<file path="config.mk">
export PLATFORM = sky130hd
export DESIGN_NAME = fsd_status
export DESIGN_NICKNAME = d
export VERILOG_FILES = /design/src/rtl/fsd_pkg.sv /design/src/rtl/fsd_status.sv /design/src/rtl/fsd_diag_mem.sv
export SDC_FILE = /design/constraint.sdc
export NUM_CORES = 2
export LEC_CHECK = 0
export BUFFER_PORTS_ARGS = -buffer_cell sky130_fd_sc_hd__buf_2
export CELL_PAD_IN_SITES_DETAIL_PLACEMENT = 1
export CELL_PAD_IN_SITES_GLOBAL_PLACEMENT = 1
export CORE_AREA = 2 2 518 469
export DETAILED_ROUTE_END_ITERATION = 12
export DIE_AREA = 0 0 520 471
export PLACE_DENSITY = 0.71
export SKIP_LAST_GASP = 1
export SLEW_MARGIN = 0
export SYNTH_ARGS = -nofsm -noshare
export SYNTH_HDL_FRONTEND = slang
export SYNTH_SLANG_ARGS = --single-unit
</file>
<file path="constraint.sdc">
create_clock -name CLOCK -period 5.7 [get_ports CLOCK]
set_clock_uncertainty 0.2 [all_clocks]
set_input_delay 0.285 -clock CLOCK [delete_from_list [all_inputs] [get_ports CLOCK]]
set_output_delay 0.285 -clock CLOCK [all_outputs]
set_load 0.02 [all_outputs]
</file>
<file path="src/rtl/fsd_pkg.sv">
// fsd_pkg: constants shared by the station diagnostic status block and its memory.
// assumes one 125 MHz clock and a synchronous active-high reset everywhere.
package fsd_pkg;

  // ****************************************
  // diagnostic block layout
  // ****************************************
  localparam int STAT_BYTES = 32;
  localparam int DIAG_MAX = 244;
  localparam int BLOCK_BYTES = 276;
  localparam int OFS_W = 9;
  localparam int NUM_REPEAT = 8;
  localparam int STAT_RXERR_OFS = 0;
  localparam int STAT_REPEAT_OFS = 2;
  localparam int STAT_USED_BYTES = 18;

  // ****************************************
  // host service addressing
  // ****************************************
  localparam logic [15:0] SVC_PORT = 16'h00C8;
  localparam logic [15:0] IGRP_LOW = 16'hF181;
  localparam logic [7:0] IGRP_TOP = 8'h00;

  // ****************************************
  // condition inputs, index 0 has the highest priority
  // ****************************************
  localparam int NUM_COND = 24;
  localparam int COND_TASKWAIT = 0;
  localparam int COND_NOTREADY = 1;
  localparam int COND_WC_ONE = 18;
  localparam int COND_SLAVE_LO = 19;
  localparam int COND_EXCH = 24;
  localparam logic [7:0] CODE_RUN = 8'h00;
  localparam logic [7:0] CODE_NOT_EXCH = 8'h0C;
  // code per condition bit, bit 23 leftmost
  localparam logic [NUM_COND-1:0][7:0] CODE_TAB = '{
    8'h80, 8'h81, 8'h82, 8'h83, 8'h84, 8'h1F,
    8'h11, 8'h10, 8'h0F, 8'h0E, 8'h0D, 8'h0C, 8'h0B, 8'h0A, 8'h09,
    8'h07, 8'h06, 8'h05, 8'h04, 8'h03, 8'h02, 8'h01, 8'h08, 8'h12};

  typedef enum logic [2:0] {
    FS_IDLE = 3'b001,
    FS_FETCH = 3'b010,
    FS_READ = 3'b100
  } fsd_state_t;

endpackage : fsd_pkg

</file>
<file path="src/rtl/fsd_status.sv">
// fsd_status: station state code, diagnostic fetch, change flag and diagnostic block read.
// assumes the protocol engine reports conditions as levels and fetch bytes after FETCH_REQ.
module fsd_status
  import fsd_pkg::*;
#(
  parameter bit GATEWAY = 1'b0,
  parameter int DIAG_LEN_MAX = DIAG_MAX
)
(
  input wire logic CLOCK,
  input wire logic RST,
  input wire logic [NUM_COND:0] COND,
  input wire logic SLAVE_SIDE,
  input wire logic [7:0] STATION_ADDR,
  input wire logic DIAG_FLAG_SEEN,
  input wire logic CYCLE_END,
  input wire logic FETCH_VALID,
  input wire logic [7:0] FETCH_DATA,
  input wire logic FETCH_LAST,
  input wire logic RX_ERR_EVT,
  input wire logic REPEAT_EVT,
  input wire logic [3:0] REPEAT_NUM,
  input wire logic HOST_RD_REQ,
  input wire logic [15:0] HOST_PORT,
  input wire logic [31:0] HOST_IGRP,
  input wire logic [OFS_W-1:0] HOST_OFFSET,
  input wire logic [OFS_W-1:0] HOST_LEN,
  output logic [7:0] STATION_STATE_CODE,
  output logic DIAG_CHANGED_FLAG,
  output logic FETCH_REQ,
  output logic HOST_RD_READY,
  output logic HOST_RD_VALID,
  output logic [7:0] HOST_RD_DATA,
  output logic HOST_RD_DONE,
  output logic HOST_RD_ERR
);

  if (DIAG_LEN_MAX < 1 || DIAG_LEN_MAX > DIAG_MAX)
  begin : g_bad_len
    $error("fsd_status: DIAG_LEN_MAX out of range");
  end

  // ****************************************
  // station state code
  // ****************************************
  logic [NUM_COND-1:0] cond_en;
  logic [7:0] code_next;
  logic err_any;

  // slave-side waits count only on a slave station, the frame counter only in gateways
  assign cond_en[COND_WC_ONE-1:0] = COND[COND_WC_ONE-1:0];
  assign cond_en[COND_WC_ONE] = COND[COND_WC_ONE] & GATEWAY;
  assign cond_en[NUM_COND-1:COND_SLAVE_LO] =
    COND[NUM_COND-1:COND_SLAVE_LO] & {(NUM_COND - COND_SLAVE_LO){SLAVE_SIDE}};
  assign err_any = |cond_en;

  always_comb
  begin
    code_next = COND[COND_EXCH] ? CODE_RUN : CODE_NOT_EXCH;
    for (int i = NUM_COND - 1; i >= 0; i--)
    begin
      if (cond_en[i])
      begin
        code_next = CODE_TAB[i];
      end
    end
  end

  // refreshed every cycle so the code never holds a stale condition
  always_ff @(posedge CLOCK)
  begin
    if (RST)
    begin
      STATION_STATE_CODE <= CODE_TAB[COND_NOTREADY];
    end
    else
    begin
      STATION_STATE_CODE <= code_next;
    end
  end

  // ****************************************
  // statistics counters
  // ****************************************
  logic [15:0] stat_w [0:NUM_REPEAT];

  always_ff @(posedge CLOCK)
  begin
    if (RST)
    begin
      stat_w[0] <= 16'h0000;
    end
    else if (RX_ERR_EVT)
    begin
      stat_w[0] <= stat_w[0] + 16'h0001;
    end
  end

  // counters wrap; software takes differences between reads
  for (genvar k = 0; k < NUM_REPEAT; k++)
  begin : g_rep
    always_ff @(posedge CLOCK)
    begin
      if (RST)
      begin
        stat_w[k+1] <= 16'h0000;
      end
      else if (REPEAT_EVT && REPEAT_NUM == 4'(k + 1))
      begin
        stat_w[k+1] <= stat_w[k+1] + 16'h0001;
      end
    end
  end

  // ****************************************
  // control state
  // ****************************************
  fsd_state_t state_reg, state_next;
  logic pend_reg;
  logic [7:0] fidx_reg, diag_len_reg;
  logic f_v_reg, f_keep_reg, f_last_reg, mism_reg;
  logic [7:0] f_idx_reg, f_data_reg;
  logic [OFS_W-1:0] rd_ofs_reg, rd_left_reg, iss_ofs_reg;
  logic iss_v_reg, iss_last_reg;
  logic [7:0] mem_rdata, mem_raddr;

  logic take_rd, req_ok, start_fetch, issue, fetch_end, byte_diff, change_set, rd_clear;
  logic [OFS_W:0] rd_end;
  logic [OFS_W-1:0] ofs_m, iss_m;
  logic [7:0] new_len, stat_byte, rd_byte;
  logic [15:0] stat_word;
  logic in_diag, in_stat;

  assign take_rd = HOST_RD_REQ && HOST_RD_READY;
  assign rd_end = {1'b0, HOST_OFFSET} + {1'b0, HOST_LEN};
  assign req_ok = HOST_PORT == SVC_PORT && HOST_IGRP[31:24] == IGRP_TOP
    && HOST_IGRP[23:16] == STATION_ADDR && HOST_IGRP[15:0] == IGRP_LOW
    && HOST_LEN != '0 && rd_end <= (OFS_W + 1)'(BLOCK_BYTES);
  // a host read wins the slot; the fetch then waits for the next cycle end
  assign start_fetch = state_reg == FS_IDLE && pend_reg && CYCLE_END && !take_rd;
  assign issue = state_reg == FS_READ && rd_left_reg != '0;
  assign fetch_end = f_v_reg && f_last_reg;
  assign byte_diff = f_keep_reg && (f_idx_reg >= diag_len_reg || mem_rdata != f_data_reg);
  assign new_len = f_keep_reg ? f_idx_reg + 8'h01 : 8'(DIAG_LEN_MAX);
  assign change_set = fetch_end && (mism_reg || byte_diff || new_len != diag_len_reg);
  assign rd_clear = iss_v_reg && iss_last_reg;
  assign ofs_m = rd_ofs_reg - OFS_W'(STAT_BYTES);
  assign mem_raddr = state_reg == FS_FETCH ? fidx_reg : ofs_m[7:0];

  always_comb
  begin
    state_next = state_reg;
    case (state_reg)
      FS_IDLE:
      begin
        if (take_rd && req_ok)
        begin
          state_next = FS_READ;
        end
        else if (start_fetch)
        begin
          state_next = FS_FETCH;
        end
      end
      FS_FETCH:
      begin
        if (fetch_end)
        begin
          state_next = FS_IDLE;
        end
      end
      FS_READ:
      begin
        if (issue && rd_left_reg == OFS_W'(1))
        begin
          state_next = FS_IDLE;
        end
      end
      default:
      begin
        state_next = FS_IDLE;
      end
    endcase
  end

  always_ff @(posedge CLOCK)
  begin
    if (RST)
    begin
      state_reg <= FS_IDLE;
      HOST_RD_READY <= 1'b0;
      FETCH_REQ <= 1'b0;
      pend_reg <= 1'b0;
    end
    else
    begin
      state_reg <= state_next;
      HOST_RD_READY <= state_next == FS_IDLE;
      FETCH_REQ <= start_fetch;
      pend_reg <= DIAG_FLAG_SEEN || (pend_reg && !start_fetch);
    end
  end

  // ****************************************
  // diagnostic fetch: compare one byte behind the store read
  // ****************************************
  always_ff @(posedge CLOCK)
  begin
    if (RST)
    begin
      fidx_reg <= 8'h00;
      f_v_reg <= 1'b0;
      f_keep_reg <= 1'b0;
      f_last_reg <= 1'b0;
      f_idx_reg <= 8'h00;
      f_data_reg <= 8'h00;
      mism_reg <= 1'b0;
      diag_len_reg <= 8'h00;
    end
    else
    begin
      f_v_reg <= state_reg == FS_FETCH && FETCH_VALID && !fetch_end;
      f_keep_reg <= fidx_reg < 8'(DIAG_LEN_MAX);
      f_last_reg <= FETCH_LAST;
      f_idx_reg <= fidx_reg;
      f_data_reg <= FETCH_DATA;
      if (start_fetch)
      begin
        fidx_reg <= 8'h00;
        mism_reg <= 1'b0;
      end
      else if (state_reg == FS_FETCH && FETCH_VALID && fidx_reg != 8'hFF)
      begin
        fidx_reg <= fidx_reg + 8'h01;
      end
      if (f_v_reg && byte_diff)
      begin
        mism_reg <= 1'b1;
      end
      if (fetch_end)
      begin
        diag_len_reg <= new_len;
      end
    end
  end

  // a fresh change in the clearing cycle wins over the host's clear
  always_ff @(posedge CLOCK)
  begin
    if (RST)
    begin
      DIAG_CHANGED_FLAG <= 1'b0;
    end
    else if (change_set)
    begin
      DIAG_CHANGED_FLAG <= 1'b1;
    end
    else if (rd_clear)
    begin
      DIAG_CHANGED_FLAG <= 1'b0;
    end
  end

  fsd_diag_mem #(
    .DEPTH(256),
    .AW(8)
  ) u_mem (
    .clk(CLOCK),
    .rst(RST),
    .we(f_v_reg && f_keep_reg),
    .waddr(f_idx_reg),
    .wdata(f_data_reg),
    .raddr(mem_raddr),
    .rdata(mem_rdata)
  );

  // ****************************************
  // host block read
  // ****************************************
  assign iss_m = iss_ofs_reg - OFS_W'(STAT_BYTES);
  assign in_stat = iss_ofs_reg < OFS_W'(STAT_USED_BYTES);
  assign in_diag = iss_ofs_reg >= OFS_W'(STAT_BYTES) && iss_m[7:0] < diag_len_reg;
  assign stat_word = stat_w[iss_ofs_reg[4:1]];
  assign stat_byte = iss_ofs_reg[0] ? stat_word[15:8] : stat_word[7:0];
  // unused statistic bytes and bytes past the stored length read as zero
  assign rd_byte = in_stat ? stat_byte : (in_diag ? mem_rdata : 8'h00);

  always_ff @(posedge CLOCK)
  begin
    if (RST)
    begin
      rd_ofs_reg <= '0;
      rd_left_reg <= '0;
      iss_v_reg <= 1'b0;
      iss_last_reg <= 1'b0;
      iss_ofs_reg <= '0;
      HOST_RD_VALID <= 1'b0;
      HOST_RD_DATA <= 8'h00;
      HOST_RD_DONE <= 1'b0;
      HOST_RD_ERR <= 1'b0;
    end
    else
    begin
      HOST_RD_ERR <= take_rd && !req_ok;
      if (take_rd && req_ok)
      begin
        rd_ofs_reg <= HOST_OFFSET;
        rd_left_reg <= HOST_LEN;
      end
      else if (issue)
      begin
        rd_ofs_reg <= rd_ofs_reg + OFS_W'(1);
        rd_left_reg <= rd_left_reg - OFS_W'(1);
      end
      iss_v_reg <= issue;
      iss_last_reg <= rd_left_reg == OFS_W'(1);
      iss_ofs_reg <= rd_ofs_reg;
      HOST_RD_VALID <= iss_v_reg;
      HOST_RD_DATA <= iss_v_reg ? rd_byte : 8'h00;
      HOST_RD_DONE <= rd_clear;
    end
  end
endmodule : fsd_status

</file>
<file path="src/rtl/fsd_diag_mem.sv">
// fsd_diag_mem: byte store for the slave's reported diagnostic bytes.
// assumes one write port and one read port on the same clock; read data is registered.
module fsd_diag_mem
  import fsd_pkg::*;
#(
  parameter int DEPTH = 256,
  parameter int AW = 8
)
(
  input wire logic clk,
  input wire logic rst,
  input wire logic we,
  input wire logic [AW-1:0] waddr,
  input wire logic [7:0] wdata,
  input wire logic [AW-1:0] raddr,
  output logic [7:0] rdata
);

  logic [7:0] mem [0:DEPTH-1];

  if (DEPTH > (1 << AW))
  begin : g_bad_depth
    $error("fsd_diag_mem: DEPTH does not fit AW");
  end

  always_ff @(posedge clk)
  begin
    if (we)
    begin
      mem[waddr] <= wdata;
    end
  end

  // contents are not reset; the stored length decides what is valid
  always_ff @(posedge clk)
  begin
    if (rst)
    begin
      rdata <= 8'h00;
    end
    else
    begin
      rdata <= mem[raddr];
    end
  end

endmodule : fsd_diag_mem

</file>
# After elaboration in Yosys (flattened, before gate mapping)
# Memory sizes are Yosys's and may differ from the RTL's. A register that Yosys moved wholly into a read port is not among the register bits.
# Cells that the tools add are included.
[classes]
addsub = 16
n_lt_le_gt_ge = 6
n_eq_ne = 19
mux = 83
bitwise_logic = 11
reduce_logical = 52
[ops]
columns = ["operator", "count"]
rows = [
  ["16-bit by 1-bit adder with 16-bit output, second input constant", 9],
  ["16-bit 2-to-1 mux", 9],
  ["5-bit 2-to-1 mux", 18],
  ["8-bit 2-to-1 mux", 10],
  ["9-bit 2-to-1 mux", 4],
  ["1-bit 2-to-1 mux", 35],
  ["1-bit logical AND", 32],
  ["24-bit OR reduction", 1],
  ["19-bit OR reduction", 1],
  ["9-bit nonzero test", 2],
  ["8-bit by 1-bit adder with 8-bit output, second input constant", 2],
  ["16-bit == test, second input constant", 1],
  ["16-bit by 8-bit == test with 1-bit output, second input constant", 1],
  ["4-bit by 3-bit == test with 1-bit output, second input constant", 4],
  ["8-bit != test", 2],
  ["8-bit by 6-bit subtractor with 8-bit output, second input constant", 2],
  ["3-bit 2-to-1 mux", 4],
  ["9-bit by 9-bit adder with 10-bit output", 1],
  ["10-bit by 9-bit <= comparator with 1-bit output, second input constant", 1],
  ["9-bit by 1-bit adder with 9-bit output, second input constant", 1],
  ["9-bit by 1-bit == test with 1-bit output, second input constant", 1],
  ["9-bit by 6-bit >= comparator with 1-bit output, second input constant", 1],
  ["9-bit by 5-bit less-than comparator with 1-bit output, second input constant", 1],
  ["1-bit OR", 9],
  ["other kinds (23)", 35],
]
[word_totals]
ff_bits = 91
ramBits = 2192
in_bits = 121
out_inout_bits = 22
elab_cells = 216
n_memories = 2
[memory_table]
columns = ["memory", "words", "word_bits", "rd", "rd_clocked_by_memory_dff", "wr", "line_no", "rtl"]
rows = [
  ["u_mem.mem", 256, 8, 1, 1, 1, "fsd_diag_mem.sv:19", "logic [7:0] mem [0:DEPTH-1];"],
  ["stat_w", 9, 16, 10, 1, 9, "fsd_status.sv:85", "logic [15:0] stat_w [0:NUM_REPEAT];"],
]

# Logic depth before layout (Yosys ltp)
[logic_depth]
word_depth = 24
mapped_depth = 17

# By module
# From an unflattened synthesis, not the netlist that was laid out.
[hier_totals]
cells_unflattened = 5374
area_unflattened_um2 = 94374.3
[modules_own_cells]
columns = ["mod", "n_inst", "cells_each", "area_per_inst_um2", "seq_area_each_um2"]
rows = [
  ["fsd_diag_mem", 1, 4027, 80597.3, 61659.1],
  ["fsd_status", 1, 1347, 13777.0, 6105.9],
]

# Least setup slack after synthesis
# No wires, ideal clock.
[synth_timing]
kind = "register -> register"
start = "register f_data_reg[2]"
end = "register DIAG_CHANGED_FLAG"
setup_time_ns = 0.132
arrival_time_ns = 4.809
t_required_ns = 5.368
setup_slack_ns = 0.558
path_stages_with_launch = 10
synth_period_minus_slack_ns = 5.142
path_cell_list = "dfxtp_1 > xnor2_1 > nand4_1 > a2111oi_0 > nand4_1 > a41oi_1 > o21ai_0 > nand2_1 > a41o_1 > a21oi_1"
[synth_via]
elab_chain_cells = 7
word_cells_on_any_way = 8
[synth_rtl]
columns = ["item", "line_no", "rtl"]
rows = [
  ["start: declaration", "fsd_status.sv:122", "logic [7:0] f_idx_reg, f_data_reg;"],
  ["start signal: assignment", "fsd_status.sv:216", "f_data_reg <= 8'h00;"],
  ["start signal: assignment", "fsd_status.sv:226", "f_data_reg <= FETCH_DATA;"],
  ["8-bit != test (*)", "fsd_status.sv:143", "assign byte_diff = f_keep_reg && (f_idx_reg >= diag_len_reg || mem_rdata != f_data_reg);"],
  ["1-bit logical OR (*)", "fsd_status.sv:143", ""],
  ["1-bit logical AND (*)", "fsd_status.sv:143", ""],
  ["1-bit logical OR (*) (2 in series)", "fsd_status.sv:145", "assign change_set = fetch_end && (mism_reg || byte_diff || new_len != diag_len_reg);"],
  ["1-bit logical AND (*)", "fsd_status.sv:145", ""],
  ["1-bit 2-to-1 mux / 2-bit nonzero test (equally long branches)", "-", ""],
  ["end signal: assignment", "fsd_status.sv:252", "DIAG_CHANGED_FLAG <= 1'b0;"],
  ["end signal: assignment", "fsd_status.sv:256", "DIAG_CHANGED_FLAG <= 1'b1;"],
  ["end signal: assignment", "fsd_status.sv:260", "DIAG_CHANGED_FLAG <= 1'b0;"],
  ["end: declaration", "fsd_status.sv:29", "output logic DIAG_CHANGED_FLAG,"],
]
# Mark *: on every way between the ends. The rest lies on a longest branch, timed or not.
# A chain may end at the register's enable or synchronous reset.

# Worst setup path in the final report
[layout_timing]
start = "register state_reg[1]"
end = "register u_mem.rdata[0], read port of u_mem.mem"
[layout_via]
elab_chain_cells = 2
[layout_rtl]
columns = ["item", "line_no", "rtl"]
rows = [
  ["start: declaration", "fsd_status.sv:118", "fsd_state_t state_reg, state_next;"],
  ["start signal: assignment", "fsd_status.sv:197", "state_reg <= state_next;"],
  ["3-bit by 2-bit == test with 1-bit output", "fsd_status.sv:148", "assign mem_raddr = state_reg == FS_FETCH ? fidx_reg : ofs_m[7:0];"],
  ["8-bit 2-to-1 mux", "fsd_status.sv:148", ""],
  ["end: declaration", "fsd_diag_mem.sv:16", "output logic [7:0] rdata"],
]
# No other way between the ends.

==> results_dict.tcl <==
set metrics [dict create \
    final_critical_path_setup_slack_ps 290 \
    top_regs "u_mem.mem (2048), stat_w (144)" \
    max_capacitance_violation_count 0 \
    firstDrtPassIters 10 \
    hold-path-endpoint "rd_left_reg[6]$_SDFFE_PP0P_" \
    clk_pin_slew_worst_paths_ps 60 \
    post-route-drc-count 20 \
    data_required_time_of_the_worst_path_ps 6280 \
    critPathSlowestCell "sky130_fd_sc_hd__nor4_2" \
    post_synth_num_cell_types 83 \
    cpPeakStageDelay_ps 720 \
    vias_per_cell 5.92 \
    routed_wl_mm 316 \
    largest_reg_flops 2048 \
    die_x_um 520 \
    finalCriticalPeriod_ps 5410 \
    end_kind "register" \
    initial_antenna_violation_count 14 \
    critical_path_depth 13 \
    worst-setup-path-type "register to register" \
    global_route.overflow_total 0 \
    worst-r2r-cell-count 13 \
    dp_slack_ps 151 \
    power.sequential.fraction 0.551 \
    synth_enable_flop_cells 2192 \
    top_register "u_mem.mem" \
    cp.arrival_ps 5990 \
    power_per_unit_of_standard_cell_area_nw_per_um2 311 \
    design.final.nets 7660 \
    cts_htree_levels 4 \
    synth-warning-count 0 \
    static_leakage_nw 35.8 \
    synth_flop_cell "sky130_fd_sc_hd__edfxtp_1" \
    design.core.area_sq_um 240000 \
    globalplace.congestion 0.917 \
    grt_pass1_vias 65161 \
    clock_tree_from_tritoncts "done" \
    route.antenna.remaining_nets 0 \
    report.final.setup_viol 0 \
    detailedPlacementHpwl_mm 203 \
    power.clock.fraction 0.431 \
    core.rowCount 171 \
    kind_of_cell_with_the_highest_combined_delay_on_the_critical_path "simple AND/OR/NAND/NOR gates" \
    synth-async-reset-ratio 0 \
    hold_wc_startpoint "HOST_LEN[6]" \
    postCtsSetupRepairBufs 0 \
    root_buffer "sky130_fd_sc_hd__clkbuf_16" \
    initial_utilization 0.398 \
    routedWlPerCell_um 29.0 \
    power.ir.vdd_worst_mv 0.347 \
    worst_r2r_endpoint "u_mem.rdata[0]$_SDFF_PP0_" \
    min_path_type "primary input to register" \
    synth_area_per_cell_sq_um 13.2 \
    mostFrequentLayoutCell "sky130_fd_sc_hd__edfxtp_1" \
    cp_common_cell "sky130_fd_sc_hd__buf_4" \
    critPathBufInv 4 \
    tightestPinTransition_ps 1400 \
    min_period_over_period 0.949 \
    area_growth_pct 13.6 \
    timing.max_slew.rel_slack 0.0430 \
    synth-seq-cells 2289 \
    floorplan.die_area_sq_um 245000 \
    share_of_layout_cells_above_drive_strength_1 0.113 \
    ys_seq_area_frac 0.710 \
    cts_max_path_bufs 3 \
    postSynthCellCount 7215 \
    unrepaired_setup_endpoints_after_global_routing "false" \
    synth.cell_area_sq_um 95500 \
    layout_common_cells "sky130_fd_sc_hd__edfxtp_1, sky130_fd_sc_hd__nand2_1, sky130_fd_sc_hd__nand3_1, sky130_fd_sc_hd__nor2_1, sky130_fd_sc_hd__clkbuf_16" \
    cell_depth_of_the_worst_hold_path 4 \
    hold_viol_final 0 \
    violations_in_the_final_reports "design-rule violations" \
    r2r_slack_ps 290 \
    cts_inserted_buffers 229 \
    internal_power_mw 26.6 \
    worstReg2RegStart "state_reg[1]$_SDFF_PP0_" \
    globalRouteTotalUtil 0.253 \
    grt_start_max_net_pins 167 \
    power_frac_comb 0.018 \
    critical_path.cell_chain "or3b_1 > buf_4 > a21oi_4 > buf_12 > buf_4 > mux2i_1 > mux2i_1 > a22oi_1 > nand4_1 > nor4_2 > buf_4 > o2111ai_1 > or4_1" \
    power.share.switching 0.212 \
    clock.fmax_ghz 0.185 \
    buffer_ports.inserted 139 \
    via_count 64525 \
    grt_pass1_wl_mm 456 \
    clkLatencyLatePin_ps 890 \
    detailedRoute.firstIterationViolations 7838 \
    fillers 24384 \
    power_switching_mw 7.17 \
    io-pin-count 143 \
    cts_sinks 2289 \
    timing.critical_path.from "state_reg[1]$_SDFF_PP0_" \
    worst-path-max-fanout 27 \
    drv_slew 0 \
    run_status "complete, but fails checks" \
    worst_setup_sp_type "register" \
    setup_total_negative_slack_ps 0 \
    chipHeight_um 471 \
]
-- power groups by stage --
stage,Clock (mW),Sequential [mW],Combinational (mW)
2_1_floorplan,0,19.0,0.188
3_3_place_gp,0,18.9,0.527
3_5_place_dp,0,19.0,0.555
4_1_cts,14.7,18.6,0.601
5_1_grt,15.3,18.6,0.656
6_report,14.6,18.6,0.614
-- timing repair --
item                       4_1_cts  5_1_grt
hold buffers                    87        0
setup endpoints to repair        0        1
gates resized for setup          0        1
hold endpoints to repair       149        0
-- worst max-delay path by stage --
stage,end,slack (ps)
after floorplan,DIAG_CHANGED_FLAG$_SDFFE_PP0P_,560
after global placement,u_mem.rdata[0]$_SDFF_PP0_,300
after detailed placement,u_mem.rdata[0]$_SDFF_PP0_,150
after CTS,u_mem.rdata[0]$_SDFF_PP0_,100
after global routing,u_mem.rdata[0]$_SDFF_PP0_,290
final,u_mem.rdata[0]$_SDFF_PP0_,290
-- layer usage --
layer	up-vias	global-route usage	routed length, um
met5	-	0	50
met4	8	0.0907	12100
met3	614	0.0552	30800
met2	3221	0.391	144000
met1	33402	0.351	129000
li1	27280	-	-
-- worst reg2reg max path: cells and delay by family, from the launching register on --
kind	cells	cell delay, ps
AOI/OAI and AO/OA	3	990
buffers and inverters	4	1260
DFF	1	500
muxes	2	370
and+or+nand+nor	4	1980
-- cells by family after synthesis --
group / Yosys count / synth area share
multiplexers: 351 / 0.0524
other: 1 / 0.0000393
XOR/XNOR: 162 / 0.0149
AO/OA/AOI/OAI: 531 / 0.0388
adder cells (fa/ha/maj): 46 / 0.00611
buffers and inverters: 467 / 0.0239
flip-flops: 2289 / 0.710
AND/OR/NAND/NOR: 3368 / 0.154
-- synth_stat cells, types with 90 or more instances --
library cell | instances | area, sq um
sky130_fd_sc_hd__xor2_1 | 90 | 788
sky130_fd_sc_hd__dfxtp_1 | 97 | 1940
sky130_fd_sc_hd__nand3_1 | 770 | 3850
sky130_fd_sc_hd__nor2_1 | 530 | 1990
sky130_fd_sc_hd__nand4_1 | 107 | 669
sky130_fd_sc_hd__edfxtp_1 | 2192 | 65800
sky130_fd_sc_hd__buf_2 | 196 | 981
sky130_fd_sc_hd__mux4_2 | 114 | 2570
sky130_fd_sc_hd__a21oi_1 | 114 | 571
sky130_fd_sc_hd__nand2_1 | 1646 | 6180
sky130_fd_sc_hd__mux2i_1 | 212 | 2120
sky130_fd_sc_hd__and3_1 | 119 | 744
sky130_fd_sc_hd__clkbuf_1 | 138 | 518
-- area by class of cell --
| cell class | instances | area, sq um | area share |
|---|---|---|---|
| inverter | 44 | 165 | 0.00152 |
| tap | 3200 | 4000 | 0.0369 |
| antenna | 6 | 15.0 | 0.000138 |
| multi-input combinational | 4460 | 25600 | 0.236 |
| clock buffer | 287 | 6000 | 0.0553 |
| sequential | 2289 | 67800 | 0.625 |
| clock inverter | 142 | 1100 | 0.0101 |
| timing repair buffer | 469 | 3830 | 0.0353 |
-- stage by stage --
stage               cell area (sq um)  total power [mW]  hold slack (ps)  std cells  utilization
floorplan                       95500              19.2              196       7216            -
global placement               100000              19.5              248      10374        0.419
detailed placement             100000              19.5              263      10375        0.419
CTS                            108000              33.9             6.64      10891        0.452
global route                   108000              34.5             48.1      10892        0.452
finish                         108000              33.8             61.9      10897        0.452
Power figures use the tool's default switching activity.
